$ cat src/hdl/slf_pkg.sv
// Package for the sensor output framing block: register map, reset values,
// control word layout, frame timing counts and the carrier types.
// Assumes a 200 MHz system clock and a slower pixel clock sampled by it.
package slf_pkg;

  // Clock and serial bit timing.
  localparam int unsigned CLK_PERIOD_NS  = 5;
  localparam int unsigned BIT_TIME_NS    = 10;
  localparam int unsigned BIT_CYCLES     = (BIT_TIME_NS + CLK_PERIOD_NS - 1) / CLK_PERIOD_NS;

  // Frame geometry counts: burst and overhead in pixel periods, frame height in rows.
  localparam int unsigned BURST_PIXELS   = 128;
  localparam int unsigned FOT_PIXELS     = 16;
  localparam logic [15:0] ROWS_RESET     = 16'h0800;

  // Register indices; the byte address is four times the index.
  localparam logic [7:0]  IDX_ROWS       = 8'h01;
  localparam logic [7:0]  IDX_STATUS     = 8'h02;
  localparam logic [7:0]  IDX_TRAINING   = 8'h4e;
  localparam logic [7:0]  IDX_DISABLE    = 8'h50;
  localparam logic [7:0]  IDX_PIN1_SEL   = 8'h6c;
  localparam logic [7:0]  IDX_PIN2_SEL   = 8'h6d;

  // Register reset values.
  localparam logic [11:0] TRAINING_RESET = 12'h000;
  localparam logic [23:0] DISABLE_RESET  = 24'h000000;
  localparam logic [7:0]  PIN_SEL_RESET  = 8'h00;

  // Control word bit positions and the idle word.
  localparam int unsigned CW_PIXEL_VALID = 0;
  localparam int unsigned CW_LINE_VALID  = 1;
  localparam int unsigned CW_FRAME_VALID = 2;
  localparam int unsigned CW_SLOT_OVH    = 3;
  localparam int unsigned CW_ROW_OVH     = 4;
  localparam int unsigned CW_FRAME_OVH   = 5;
  localparam int unsigned CW_INTEG_ONE   = 6;
  localparam int unsigned CW_INTEG_TWO   = 7;
  localparam logic [11:0] CW_IDLE        = 12'h200;

  // Output channel modes: sixteen, eight, four or two channels.
  localparam logic [1:0]  MODE_16        = 2'h0;
  localparam logic [1:0]  MODE_8         = 2'h1;
  localparam logic [1:0]  MODE_4         = 2'h2;
  localparam logic [1:0]  MODE_2         = 2'h3;

  // Readout phases, one-hot.
  typedef enum logic [3:0] {
    PH_IDLE = 4'b0001,
    PH_FOT  = 4'b0010,
    PH_SLOT = 4'b0100,
    PH_DATA = 4'b1000
  } slf_phase_t;

  // Wishbone request as seen by the slave.
  typedef struct packed {
    logic        cyc;
    logic        stb;
    logic        we;
    logic [9:0]  adr;
    logic [3:0]  sel;
    logic [31:0] dat;
  } slf_wb_req_t;

  // Complete state of the framer.
  typedef struct packed {
    logic [2:0]        lclk_sync;
    slf_phase_t        phase;
    logic [7:0]        pix_cnt;
    logic [2:0]        burst_cnt;
    logic [15:0]       row_cnt;
    logic [1:0]        mode;
    logic              wide;
    logic              start_pend;
    logic [15:0][11:0] data_word;
    logic [11:0]       ctrl_word;
    logic [15:0][11:0] data_shift;
    logic [11:0]       ctrl_shift;
    logic [3:0]        bit_idx;
    logic [1:0]        div_cnt;
    logic              ser_active;
    logic              pin_one;
    logic              pin_two;
    logic [11:0]       training;
    logic [23:0]       chan_disable;
    logic [7:0]        pin1_sel;
    logic [7:0]        pin2_sel;
    logic [15:0]       rows;
    logic              ack;
    logic [31:0]       rdata;
  } slf_state_t;

endpackage

$ cat src/hdl/slf_framer.sv
// Output framing for the sensor's serial data interface: sixteen data lanes,
// one control lane carrying the status word, a serial clock and two test pins.
// Assumes a Wishbone classic master on CLK and a pixel clock from outside.
//
// Our own choice: register access over Wishbone.
`timescale 1ns/100ps

// Overview of operation
// - Two-channel mode sends eight 128-pixel bursts per row.
// - Two-channel mode uses sources one and nine; others may be disabled.
// - Rows per frame come from a register that resets to 2048.
// - All sixteen outputs are driven; unused ones repeat an active source.
// - Duplication pattern follows the mode: pairs, quads or halves.
// - Status goes out on the control lane as 10 or 12 bit words.
// - Bits 0, 1, 2 flag pixel, line and frame validity.
// - Bits 3, 4, 5 mark burst, row and frame overhead.
// - Bits 6 and 7 show integration of block one and two.
// - Bit 9 is one, bits 8, 10, 11 zero; idle word is 512.
// - Integration bits are forced low during frame overhead.
// - Each test pin mirrors a control bit chosen by its select register.
// - Valid flags stretch with the row time in reduced modes.
// - The training word fills the data lanes whenever no pixel is valid.
// - The training word is a 12-bit register, sent at pixel width.
// - The control lane always carries the status word, never training.
// - Words go out least significant bit first, bit 0 while clock high.
// - One pixel period of overhead separates consecutive bursts.
// - Twelve-bit pixels limit the block to four channels or fewer.
module slf_framer (
  input  wire logic              CLK,
  input  wire logic              RST_N,
  input  wire logic              PIXEL_CLK,
  input  wire logic              FRAME_START,
  input  wire logic [1:0]        CHANNEL_MODE,
  input  wire logic              PIXEL_12BIT,
  input  wire logic              INTEG_ONE,
  input  wire logic              INTEG_TWO,
  input  wire logic [15:0][11:0] PIXEL_IN,
  input  wire logic              WB_CYC_I,
  input  wire logic              WB_STB_I,
  input  wire logic              WB_WE_I,
  input  wire logic [9:0]        WB_ADR_I,
  input  wire logic [3:0]        WB_SEL_I,
  input  wire logic [31:0]       WB_DAT_I,
  output logic [31:0]            WB_DAT_O,
  output logic                   WB_ACK_O,
  output logic [15:0]            DATA_OUT,
  output logic                   CTRL_OUT,
  output logic                   SERIAL_OUTPUT_CLOCK,
  output logic [15:0][11:0]      DATA_WORD,
  output logic [11:0]            CTRL_WORD,
  output logic                   TEST_PIN_ONE,
  output logic                   TEST_PIN_TWO
);

  slf_pkg::slf_state_t  s_q;
  slf_pkg::slf_state_t  s_d;
  slf_pkg::slf_wb_req_t wb;

  // Source lane feeding an output lane in a given mode.
  function automatic logic [3:0] src_lane(input logic [3:0] out_lane, input logic [1:0] mode);
    case (mode)
      slf_pkg::MODE_16: src_lane = out_lane;
      slf_pkg::MODE_8:  src_lane = out_lane & 4'he;
      slf_pkg::MODE_4:  src_lane = out_lane & 4'hc;
      slf_pkg::MODE_2:  src_lane = out_lane & 4'h8;
      default:          src_lane = out_lane;
    endcase
  endfunction

  // Number of bursts per row, less one, for a mode.
  function automatic logic [2:0] last_burst(input logic [1:0] mode);
    case (mode)
      slf_pkg::MODE_16: last_burst = 3'h0;
      slf_pkg::MODE_8:  last_burst = 3'h1;
      slf_pkg::MODE_4:  last_burst = 3'h3;
      slf_pkg::MODE_2:  last_burst = 3'h7;
      default:          last_burst = 3'h0;
    endcase
  endfunction

  // Picks a control bit for a test pin; unknown selections give low.
  function automatic logic pin_pick(input logic [7:0] sel, input logic [11:0] cw);
    case (sel)
      8'h00:   pin_pick = cw[slf_pkg::CW_INTEG_ONE];
      8'h01:   pin_pick = cw[slf_pkg::CW_INTEG_TWO];
      8'h02:   pin_pick = cw[slf_pkg::CW_PIXEL_VALID];
      8'h03:   pin_pick = cw[slf_pkg::CW_LINE_VALID];
      8'h04:   pin_pick = cw[slf_pkg::CW_FRAME_VALID];
      default: pin_pick = 1'b0;
    endcase
  endfunction

  // Merges a write into a register under the byte lane enables.
  function automatic logic [31:0] lane_merge(input logic [31:0] old, input logic [31:0] wd,
                                             input logic [3:0] sel);
    logic [31:0] r;
    r = old;
    for (int b = 0; b < 4; b++) begin
      if (sel[b]) begin
        r[b*8 +: 8] = wd[b*8 +: 8];
      end
    end
    lane_merge = r;
  endfunction

  // Bundles the bus inputs.
  assign wb = '{cyc: WB_CYC_I, stb: WB_STB_I, we: WB_WE_I, adr: WB_ADR_I,
                sel: WB_SEL_I, dat: WB_DAT_I};

  // Next-state logic: pixel sequencer, word building, serialiser and registers.
  always_comb begin
    logic              pix_edge;
    logic [1:0]        eff_mode;
    logic [7:0]        idx;
    logic [11:0]       width_mask;
    logic [11:0]       train_w;
    logic [11:0]       cw;
    logic              in_fot;
    logic [3:0]        last_bit;
    logic [31:0]       merged;
    pix_edge   = 1'b0;
    eff_mode   = slf_pkg::MODE_16;
    idx        = 8'h00;
    width_mask = 12'h000;
    train_w    = 12'h000;
    cw         = slf_pkg::CW_IDLE;
    in_fot     = 1'b0;
    last_bit   = 4'h0;
    merged     = 32'h00000000;
    s_d        = s_q;

    // Pixel clock: two flops synchronise it, the third finds the rising edge.
    s_d.lclk_sync = {s_q.lclk_sync[1:0], PIXEL_CLK};
    pix_edge      = s_q.lclk_sync[1] & ~s_q.lclk_sync[2];

    // A frame request waits for the next pixel period.
    if (FRAME_START) begin
      s_d.start_pend = 1'b1;
    end

    // Twelve-bit pixels cap the lanes at four.
    eff_mode = CHANNEL_MODE;
    if (PIXEL_12BIT && (CHANNEL_MODE == slf_pkg::MODE_16 || CHANNEL_MODE == slf_pkg::MODE_8)) begin
      eff_mode = slf_pkg::MODE_4;
    end

    // Sequencer advances one step on every pixel period.
    if (pix_edge) begin
      case (s_q.phase)
        slf_pkg::PH_IDLE: begin
          if (s_q.start_pend || FRAME_START) begin
            s_d.start_pend = 1'b0;
            s_d.phase      = slf_pkg::PH_FOT;
            s_d.pix_cnt    = 8'h00;
            s_d.mode       = eff_mode;
            s_d.wide       = PIXEL_12BIT;
          end
        end
        slf_pkg::PH_FOT: begin
          if (s_q.pix_cnt == 8'(slf_pkg::FOT_PIXELS - 1)) begin
            s_d.phase     = slf_pkg::PH_SLOT;
            s_d.burst_cnt = 3'h0;
            s_d.row_cnt   = 16'h0000;
          end else begin
            s_d.pix_cnt = s_q.pix_cnt + 8'h01;
          end
        end
        slf_pkg::PH_SLOT: begin
          // The overhead gap lasts exactly one pixel period.
          s_d.phase   = slf_pkg::PH_DATA;
          s_d.pix_cnt = 8'h00;
        end
        slf_pkg::PH_DATA: begin
          if (s_q.pix_cnt == 8'(slf_pkg::BURST_PIXELS - 1)) begin
            // Bursts per row follow the mode, eight in two-lane mode.
            if (s_q.burst_cnt == last_burst(s_q.mode)) begin
              if (s_q.row_cnt + 16'h0001 >= s_q.rows) begin
                s_d.phase = slf_pkg::PH_IDLE;
              end else begin
                s_d.phase     = slf_pkg::PH_SLOT;
                s_d.burst_cnt = 3'h0;
                s_d.row_cnt   = s_q.row_cnt + 16'h0001;
              end
            end else begin
              s_d.phase     = slf_pkg::PH_SLOT;
              s_d.burst_cnt = s_q.burst_cnt + 3'h1;
            end
          end else begin
            s_d.pix_cnt = s_q.pix_cnt + 8'h01;
          end
        end
        default: begin
          s_d.phase = slf_pkg::PH_IDLE;
        end
      endcase
    end

    // Status word for the pixel period that starts now.
    in_fot = (s_d.phase == slf_pkg::PH_FOT);
    cw     = slf_pkg::CW_IDLE;
    cw[slf_pkg::CW_PIXEL_VALID] = (s_d.phase == slf_pkg::PH_DATA);
    // Line valid spans every burst and inner gap of a row.
    cw[slf_pkg::CW_LINE_VALID]  = (s_d.phase == slf_pkg::PH_DATA) ||
                                  (s_d.phase == slf_pkg::PH_SLOT && s_d.burst_cnt != 3'h0);
    cw[slf_pkg::CW_FRAME_VALID] = (s_d.phase == slf_pkg::PH_DATA) ||
                                  (s_d.phase == slf_pkg::PH_SLOT);
    cw[slf_pkg::CW_SLOT_OVH]    = (s_d.phase == slf_pkg::PH_SLOT);
    cw[slf_pkg::CW_ROW_OVH]     = (s_d.phase == slf_pkg::PH_SLOT && s_d.burst_cnt == 3'h0);
    cw[slf_pkg::CW_FRAME_OVH]   = in_fot;
    cw[slf_pkg::CW_INTEG_ONE]   = INTEG_ONE & ~in_fot;
    cw[slf_pkg::CW_INTEG_TWO]   = INTEG_TWO & ~in_fot;

    // Word width follows the pixel width of the running frame.
    width_mask = (s_d.phase == slf_pkg::PH_IDLE ? PIXEL_12BIT : s_d.wide) ? 12'hfff : 12'h3ff;
    train_w    = s_q.training & width_mask;

    if (pix_edge) begin
      s_d.ctrl_word  = cw;
      s_d.ctrl_shift = cw;
      for (int o = 0; o < 16; o++) begin
        if (s_d.phase == slf_pkg::PH_DATA) begin
          // Lanes without a source repeat the active one.
          s_d.data_word[o] = PIXEL_IN[src_lane(4'(o), s_d.mode)] & width_mask;
        end else begin
          s_d.data_word[o] = train_w;
        end
        s_d.data_shift[o] = s_d.data_word[o];
      end
      s_d.pin_one    = pin_pick(s_q.pin1_sel, cw);
      s_d.pin_two    = pin_pick(s_q.pin2_sel, cw);
      s_d.bit_idx    = 4'h0;
      s_d.div_cnt    = 2'h0;
      s_d.ser_active = 1'b1;
    end else if (s_q.ser_active) begin
      // Shifts out one bit every BIT_CYCLES clocks, low bit first.
      last_bit = (width_mask[11]) ? 4'hb : 4'h9;
      if (s_q.div_cnt == 2'(slf_pkg::BIT_CYCLES - 1)) begin
        s_d.div_cnt    = 2'h0;
        s_d.ctrl_shift = {1'b0, s_q.ctrl_shift[11:1]};
        for (int o = 0; o < 16; o++) begin
          s_d.data_shift[o] = {1'b0, s_q.data_shift[o][11:1]};
        end
        if (s_q.bit_idx == last_bit) begin
          s_d.ser_active = 1'b0;
        end else begin
          s_d.bit_idx = s_q.bit_idx + 4'h1;
        end
      end else begin
        s_d.div_cnt = s_q.div_cnt + 2'h1;
      end
    end

    // Bus slave: ack one cycle after the request, dropped the cycle after.
    idx   = wb.adr[9:2];
    s_d.ack = wb.cyc & wb.stb & ~s_q.ack;
    if (wb.cyc && wb.stb && !s_q.ack) begin
      case (idx)
        slf_pkg::IDX_ROWS:     s_d.rdata = {16'h0000, s_q.rows};
        slf_pkg::IDX_STATUS:   s_d.rdata = {s_q.row_cnt, 4'h0, s_q.phase, s_q.burst_cnt,
                                            s_q.wide, s_q.mode, s_q.start_pend, 1'b0};
        slf_pkg::IDX_TRAINING: s_d.rdata = {20'h00000, s_q.training};
        slf_pkg::IDX_DISABLE:  s_d.rdata = {8'h00, s_q.chan_disable};
        slf_pkg::IDX_PIN1_SEL: s_d.rdata = {24'h000000, s_q.pin1_sel};
        slf_pkg::IDX_PIN2_SEL: s_d.rdata = {24'h000000, s_q.pin2_sel};
        default:               s_d.rdata = 32'h00000000;
      endcase
      if (wb.we) begin
        case (idx)
          slf_pkg::IDX_ROWS: begin
            merged   = lane_merge({16'h0000, s_q.rows}, wb.dat, wb.sel);
            s_d.rows = merged[15:0];
          end
          slf_pkg::IDX_TRAINING: begin
            merged       = lane_merge({20'h00000, s_q.training}, wb.dat, wb.sel);
            s_d.training = merged[11:0];
          end
          slf_pkg::IDX_DISABLE: begin
            merged           = lane_merge({8'h00, s_q.chan_disable}, wb.dat, wb.sel);
            s_d.chan_disable = merged[23:0];
          end
          slf_pkg::IDX_PIN1_SEL: begin
            merged       = lane_merge({24'h000000, s_q.pin1_sel}, wb.dat, wb.sel);
            s_d.pin1_sel = merged[7:0];
          end
          slf_pkg::IDX_PIN2_SEL: begin
            merged       = lane_merge({24'h000000, s_q.pin2_sel}, wb.dat, wb.sel);
            s_d.pin2_sel = merged[7:0];
          end
          default: begin
            merged = 32'h00000000;
          end
        endcase
      end
    end
  end

  // State register with asynchronous reset to constants.
  always_ff @(posedge CLK or negedge RST_N) begin
    if (!RST_N) begin
      s_q              <= '0;
      s_q.phase        <= slf_pkg::PH_IDLE;
      s_q.ctrl_word    <= slf_pkg::CW_IDLE;
      s_q.ctrl_shift   <= slf_pkg::CW_IDLE;
      s_q.training     <= slf_pkg::TRAINING_RESET;
      s_q.chan_disable <= slf_pkg::DISABLE_RESET;
      s_q.pin1_sel     <= slf_pkg::PIN_SEL_RESET;
      s_q.pin2_sel     <= slf_pkg::PIN_SEL_RESET;
      s_q.rows         <= slf_pkg::ROWS_RESET;
    end else begin
      s_q <= s_d;
    end
  end

  // Serial lanes: a disabled lane is held low to save power.
  always_comb begin
    for (int o = 0; o < 16; o++) begin
      DATA_OUT[o] = s_q.ser_active & s_q.data_shift[o][0] & ~s_q.chan_disable[o];
    end
  end

  // Serial clock is high for even bits, so bit 0 goes out while it is high.
  assign SERIAL_OUTPUT_CLOCK = s_q.ser_active & ~s_q.bit_idx[0];
  assign CTRL_OUT            = s_q.ser_active & s_q.ctrl_shift[0];
  assign DATA_WORD           = s_q.data_word;
  assign CTRL_WORD           = s_q.ctrl_word;
  assign TEST_PIN_ONE        = s_q.pin_one;
  assign TEST_PIN_TWO        = s_q.pin_two;
  assign WB_ACK_O            = s_q.ack;
  assign WB_DAT_O            = s_q.rdata;

endmodule

$ cat config.mk
export PLATFORM = sky130hd
export DESIGN_NAME = slf_framer
export DESIGN_NICKNAME = d
export VERILOG_FILES = /design/src/hdl/slf_pkg.sv /design/src/hdl/slf_framer.sv
export SDC_FILE = /design/constraint.sdc
export NUM_CORES = 1
export LEC_CHECK = 0
export BUFFER_PORTS_ARGS = -buffer_cell sky130_fd_sc_hd__buf_2
export CAP_MARGIN = 10
export CELL_PAD_IN_SITES_DETAIL_PLACEMENT = 1
export CELL_PAD_IN_SITES_GLOBAL_PLACEMENT = 1
export CORE_ASPECT_RATIO = 1.2
export CORE_MARGIN = 8
export CORE_UTILIZATION = 45
export DETAILED_ROUTE_END_ITERATION = 6
export GPL_TIMING_DRIVEN = 0
export PLACE_DENSITY = 0.85
export SLEW_MARGIN = 25
export SYNTH_ARGS = -nofsm -noshare
export SYNTH_HDL_FRONTEND = slang
export SYNTH_SLANG_ARGS = --single-unit
export TNS_END_PERCENT = 10
$ cat constraint.sdc
create_clock -name CLK -period 6.9 [get_ports CLK]
set_input_delay 1.38 -clock CLK [delete_from_list [all_inputs] [get_ports CLK]]
set_output_delay 1.38 -clock CLK [all_outputs]
set_load 0.02 [all_outputs]
==> impl_metrics.csv <==
group,metric,value,unit
status,status,"finished clean",
global_route,grt_pass1_vias,30300,
setup_path,crit_path_end,"DATA_WORD[11]",
flow_run,cap_violations,0,
drt,wirelength,140,mm
die,die_width,246,um
min_path,hold_class,"register to register",
die,core.rowCount,101,
cells_and_area,layout.area.seq,13800,sq um
die,ios,507,
pwr,leakage,18.1,nW
yosys,ys_seq_elements,551,
yosys,avgSynthCellArea,9.02,sq um
yosys,synthCells,3158,
cts,cts_tree,"built",
setup_path,crit_path_start,"s_q[522]",
sta,tightest_slew,1.17,ns
global_route,grt_pass1_wl,202,mm
drt,drc,0,
global_route,overflow,0,
cells_and_area,drive_gt1_share,25.7,%
yosys,synth_edf_count,0,
setup_path,reg2reg_setup_slack,1.09,ns
die,dieArea,71600,sq um
setup_path,criticalPathCategory,"register to register",
cts,cts_buffer_depth,3,
global_route,track_usage,37.9,%
cts,cts_root_buffer,"clkbuf_16",
cts,htreeDepth,2,
global_route,grt_max_degree,91,
setup_path,r2r-start,"s_q[522]",
yosys,syn_area,28500,sq um
cts,cts_resized,0,
die,core-area,62900,sq um
setup_path,crit_path_end_kind,"register",
die,die_h,292,um
drt,vias,28800,
sta,rsz0062_at_grt,"no",
yosys,ys_types,73,
setup_path,startpoint_type,"register",
pwr,peakVddDrop,0.000194,V
yosys,async_reset_ff_share,100,%
drt,routedWlPerCell,30.5,um
sta,worst_slack,1.09,ns
sta,slew_headroom,22.0,%
yosys,ys_warn_count,0,
sta,skew,0.0262,ns
cells_and_area,syn2layout_area_growth,20.1,%
sta,hold_viol_final,0,
setup_path,r2r_cells,19,
yosys,ys_seq_area_share,48.4,%
pwr,powerDensity,304,nW/um^2
cells_and_area,multi_input_area,12000,sq um
yosys,ys.flop_type,"dfrtp_1",
sta,max_freq,172,MHz
sta,setup_viol,0,
place,dp_slack,1.24,ns
setup_path,r2r-end,"DATA_WORD[11]",
drt,drt-pass1-iter-count,5,
die,initial_core_util,45.3,%
cts,cts_setup_buffers,0,
setup_path,slowest_delay,0.70,ns
cells_and_area,fill_cells,7555,
cts,cts_inserted_buffers,58,
drt,drt.antenna.violating_nets,0,
setup_path,cp_data_arrival_time,6.35,ns
cts,hold_buffers,0,
place,gp_congestion,1.00,
cts,cts_sinks,551,
place,hpwl,107,mm
setup_path,required,7.44,ns
place,io_buffers,491,
sta,post-route-min-period,5.81,ns
cts,clk_pin_slew,0.07,ns
drt,viasPerCell,6.27,
global_route,antenna_found_initial,28,
sta,period_share,84.2,%
sta,maxSlewViolCount,0,
cts,clock_latency,0.65,ns
setup_path,crit_chain,"ha_1 -> nand4_1 -> nor2_1 -> and3_1 -> and3_1 -> nand3_1 -> xnor2_1 -> ha_1 -> nand4_1 -> nor4_1 -> a31o_2 -> o21ai_1 -> o21bai_1 -> inv_2 -> nor4_2 -> clkbuf_1 -> nor3b_1 -> o21a_1 -> a21o_1",
cells_and_area,fin_util,54.4,%
drt,drtIter0Drc,3081,
cells_and_area,fin_nets,3987,
setup_path,slowest_stage,"nor4_2",
setup_path,crit_fanout,10,
[cells in the final DEF (no fill, tap or decap), drive strengths merged, types with 89 or more instances in the layout]
cell / n
dfrtp: 548
clkbuf: 251
a31oi: 96
mux2: 89
buf: 777
o21ai: 288
nand2: 514
nor2: 300
nand3: 104
a21oi: 191
[worst max-delay path: cells and delay by family, from the launching register on]
kind | cells | cell delay (ns)
AND/OR/NAND/NOR | 9 | 2.56
AO/OA/AOI/OAI | 5 | 1.22
buffers and inverters | 2 | 0.62
adder cells (fa/ha/maj) | 2 | 0.64
XOR/XNOR | 1 | 0.18
flip-flops | 1 | 0.49
[routing by layer]
layer	part of all wire, %	vias up	global-route usage [%]
li1	-	11900	-
met1	35	14400	44.0
met2	46	1939	60.2
met3	11	612	10.6
met4	8.3	16	26.5
met5	0.072	-	0
[synthesized netlist by cell type, types with 27 or more instances]
cell type | instances | area [sq um]
mux2_2 | 77 | 867
mux2i_1 | 48 | 480
o211ai_1 | 87 | 653
nand3_1 | 104 | 521
buf_2 | 28 | 140
dfrtp_1 | 548 | 13700
inv_1 | 27 | 101
o21ai_0 | 250 | 1250
a31oi_1 | 91 | 569
and3_1 | 27 | 169
clkbuf_1 | 174 | 653
a21o_1 | 60 | 450
o21a_1 | 42 | 315
o21ai_1 | 38 | 190
buf_4 | 236 | 1770
a21oi_1 | 190 | 951
nand2_1 | 513 | 1930
nor2_1 | 300 | 1130
[cells by family after synthesis]
logic type                 after synthesis  synth area share (%)
AOI/OAI and AO/OA                      883                  19.3
xor gates and xnor gates                20                 0.615
adders and majority gates               20                 0.879
buffers and inverters                  485                  9.63
DFF                                    551                  48.4
muxes                                  137                  5.21
other                                    2                0.0264
and+or+nand+nor                       1060                  16.0
[sequential cells by signal (all words and copies together) (netlist names)]
| register | count |
|---|---|
| CTRL_WORD | 8 |
| s_q | 314 |
| WB_DAT_O | 32 |
| TEST_PIN_TWO | 1 |
| s_d | 2 |
| WB_ACK_O | 1 |
| DATA_WORD | 192 |
| TEST_PIN_ONE | 1 |
[per-stage QoR]
| step | instance area (sq um) | std cells | total power [W] | TNS, ns | hold WS (ns) |
|---|---|---|---|---|---|
| after global placement | 32000 | 4475 | 0.00676 | -3972.76 | 0.336 |
| after CTS | 34200 | 4586 | 0.0102 | 0 | 0.352 |
| final | 34200 | 4603 | 0.0104 | 0 | 0.350 |
| after global routing | 34200 | 4592 | 0.0106 | 0 | 0.364 |
| after detailed placement | 32200 | 4481 | 0.00687 | 0 | 0.338 |
| after floorplan | 28500 | 3160 | 0.00558 | 0 | 0.331 |
[where the power goes]
group          switching (W)  total (W)  internal (W)  leakage (nW)
sequential          0.000311    0.00391       0.00360          7.31
combinational        0.00219    0.00309      0.000893          9.77
clock                0.00143    0.00339       0.00195         0.980
[worst min-delay path by stage]
| stage | start | to | slack, ns | depth (start not counted) |
|---|---|---|---|---|
| 2_1_floorplan | s_d[554] | s_d[555] | 0.33 | 0 |
| 3_3_place_gp | s_d[554] | s_d[555] | 0.34 | 0 |
| 3_5_place_dp | s_d[554] | s_d[555] | 0.34 | 0 |
| 4_1_cts | s_d[554] | s_d[555] | 0.35 | 0 |
| 5_1_grt | s_d[554] | s_d[555] | 0.36 | 0 |
| 6_report | s_d[554] | s_d[555] | 0.35 | 0 |
[cell type report]
| cell class | instances | share of cell area (%) |
|---|---|---|
| diodes | 17 | 0.124 |
| plain buffers | 454 | 7.68 |
| clock buffers | 77 | 4.86 |
| clock inverters | 28 | 1.01 |
| inverters | 31 | 0.340 |
| multi-input cells | 2124 | 35.0 |
| flip-flops and latches | 551 | 40.3 |
| well taps | 824 | 3.01 |
| repair buffers | 497 | 7.69 |
(Power assumes the default switching activity.)
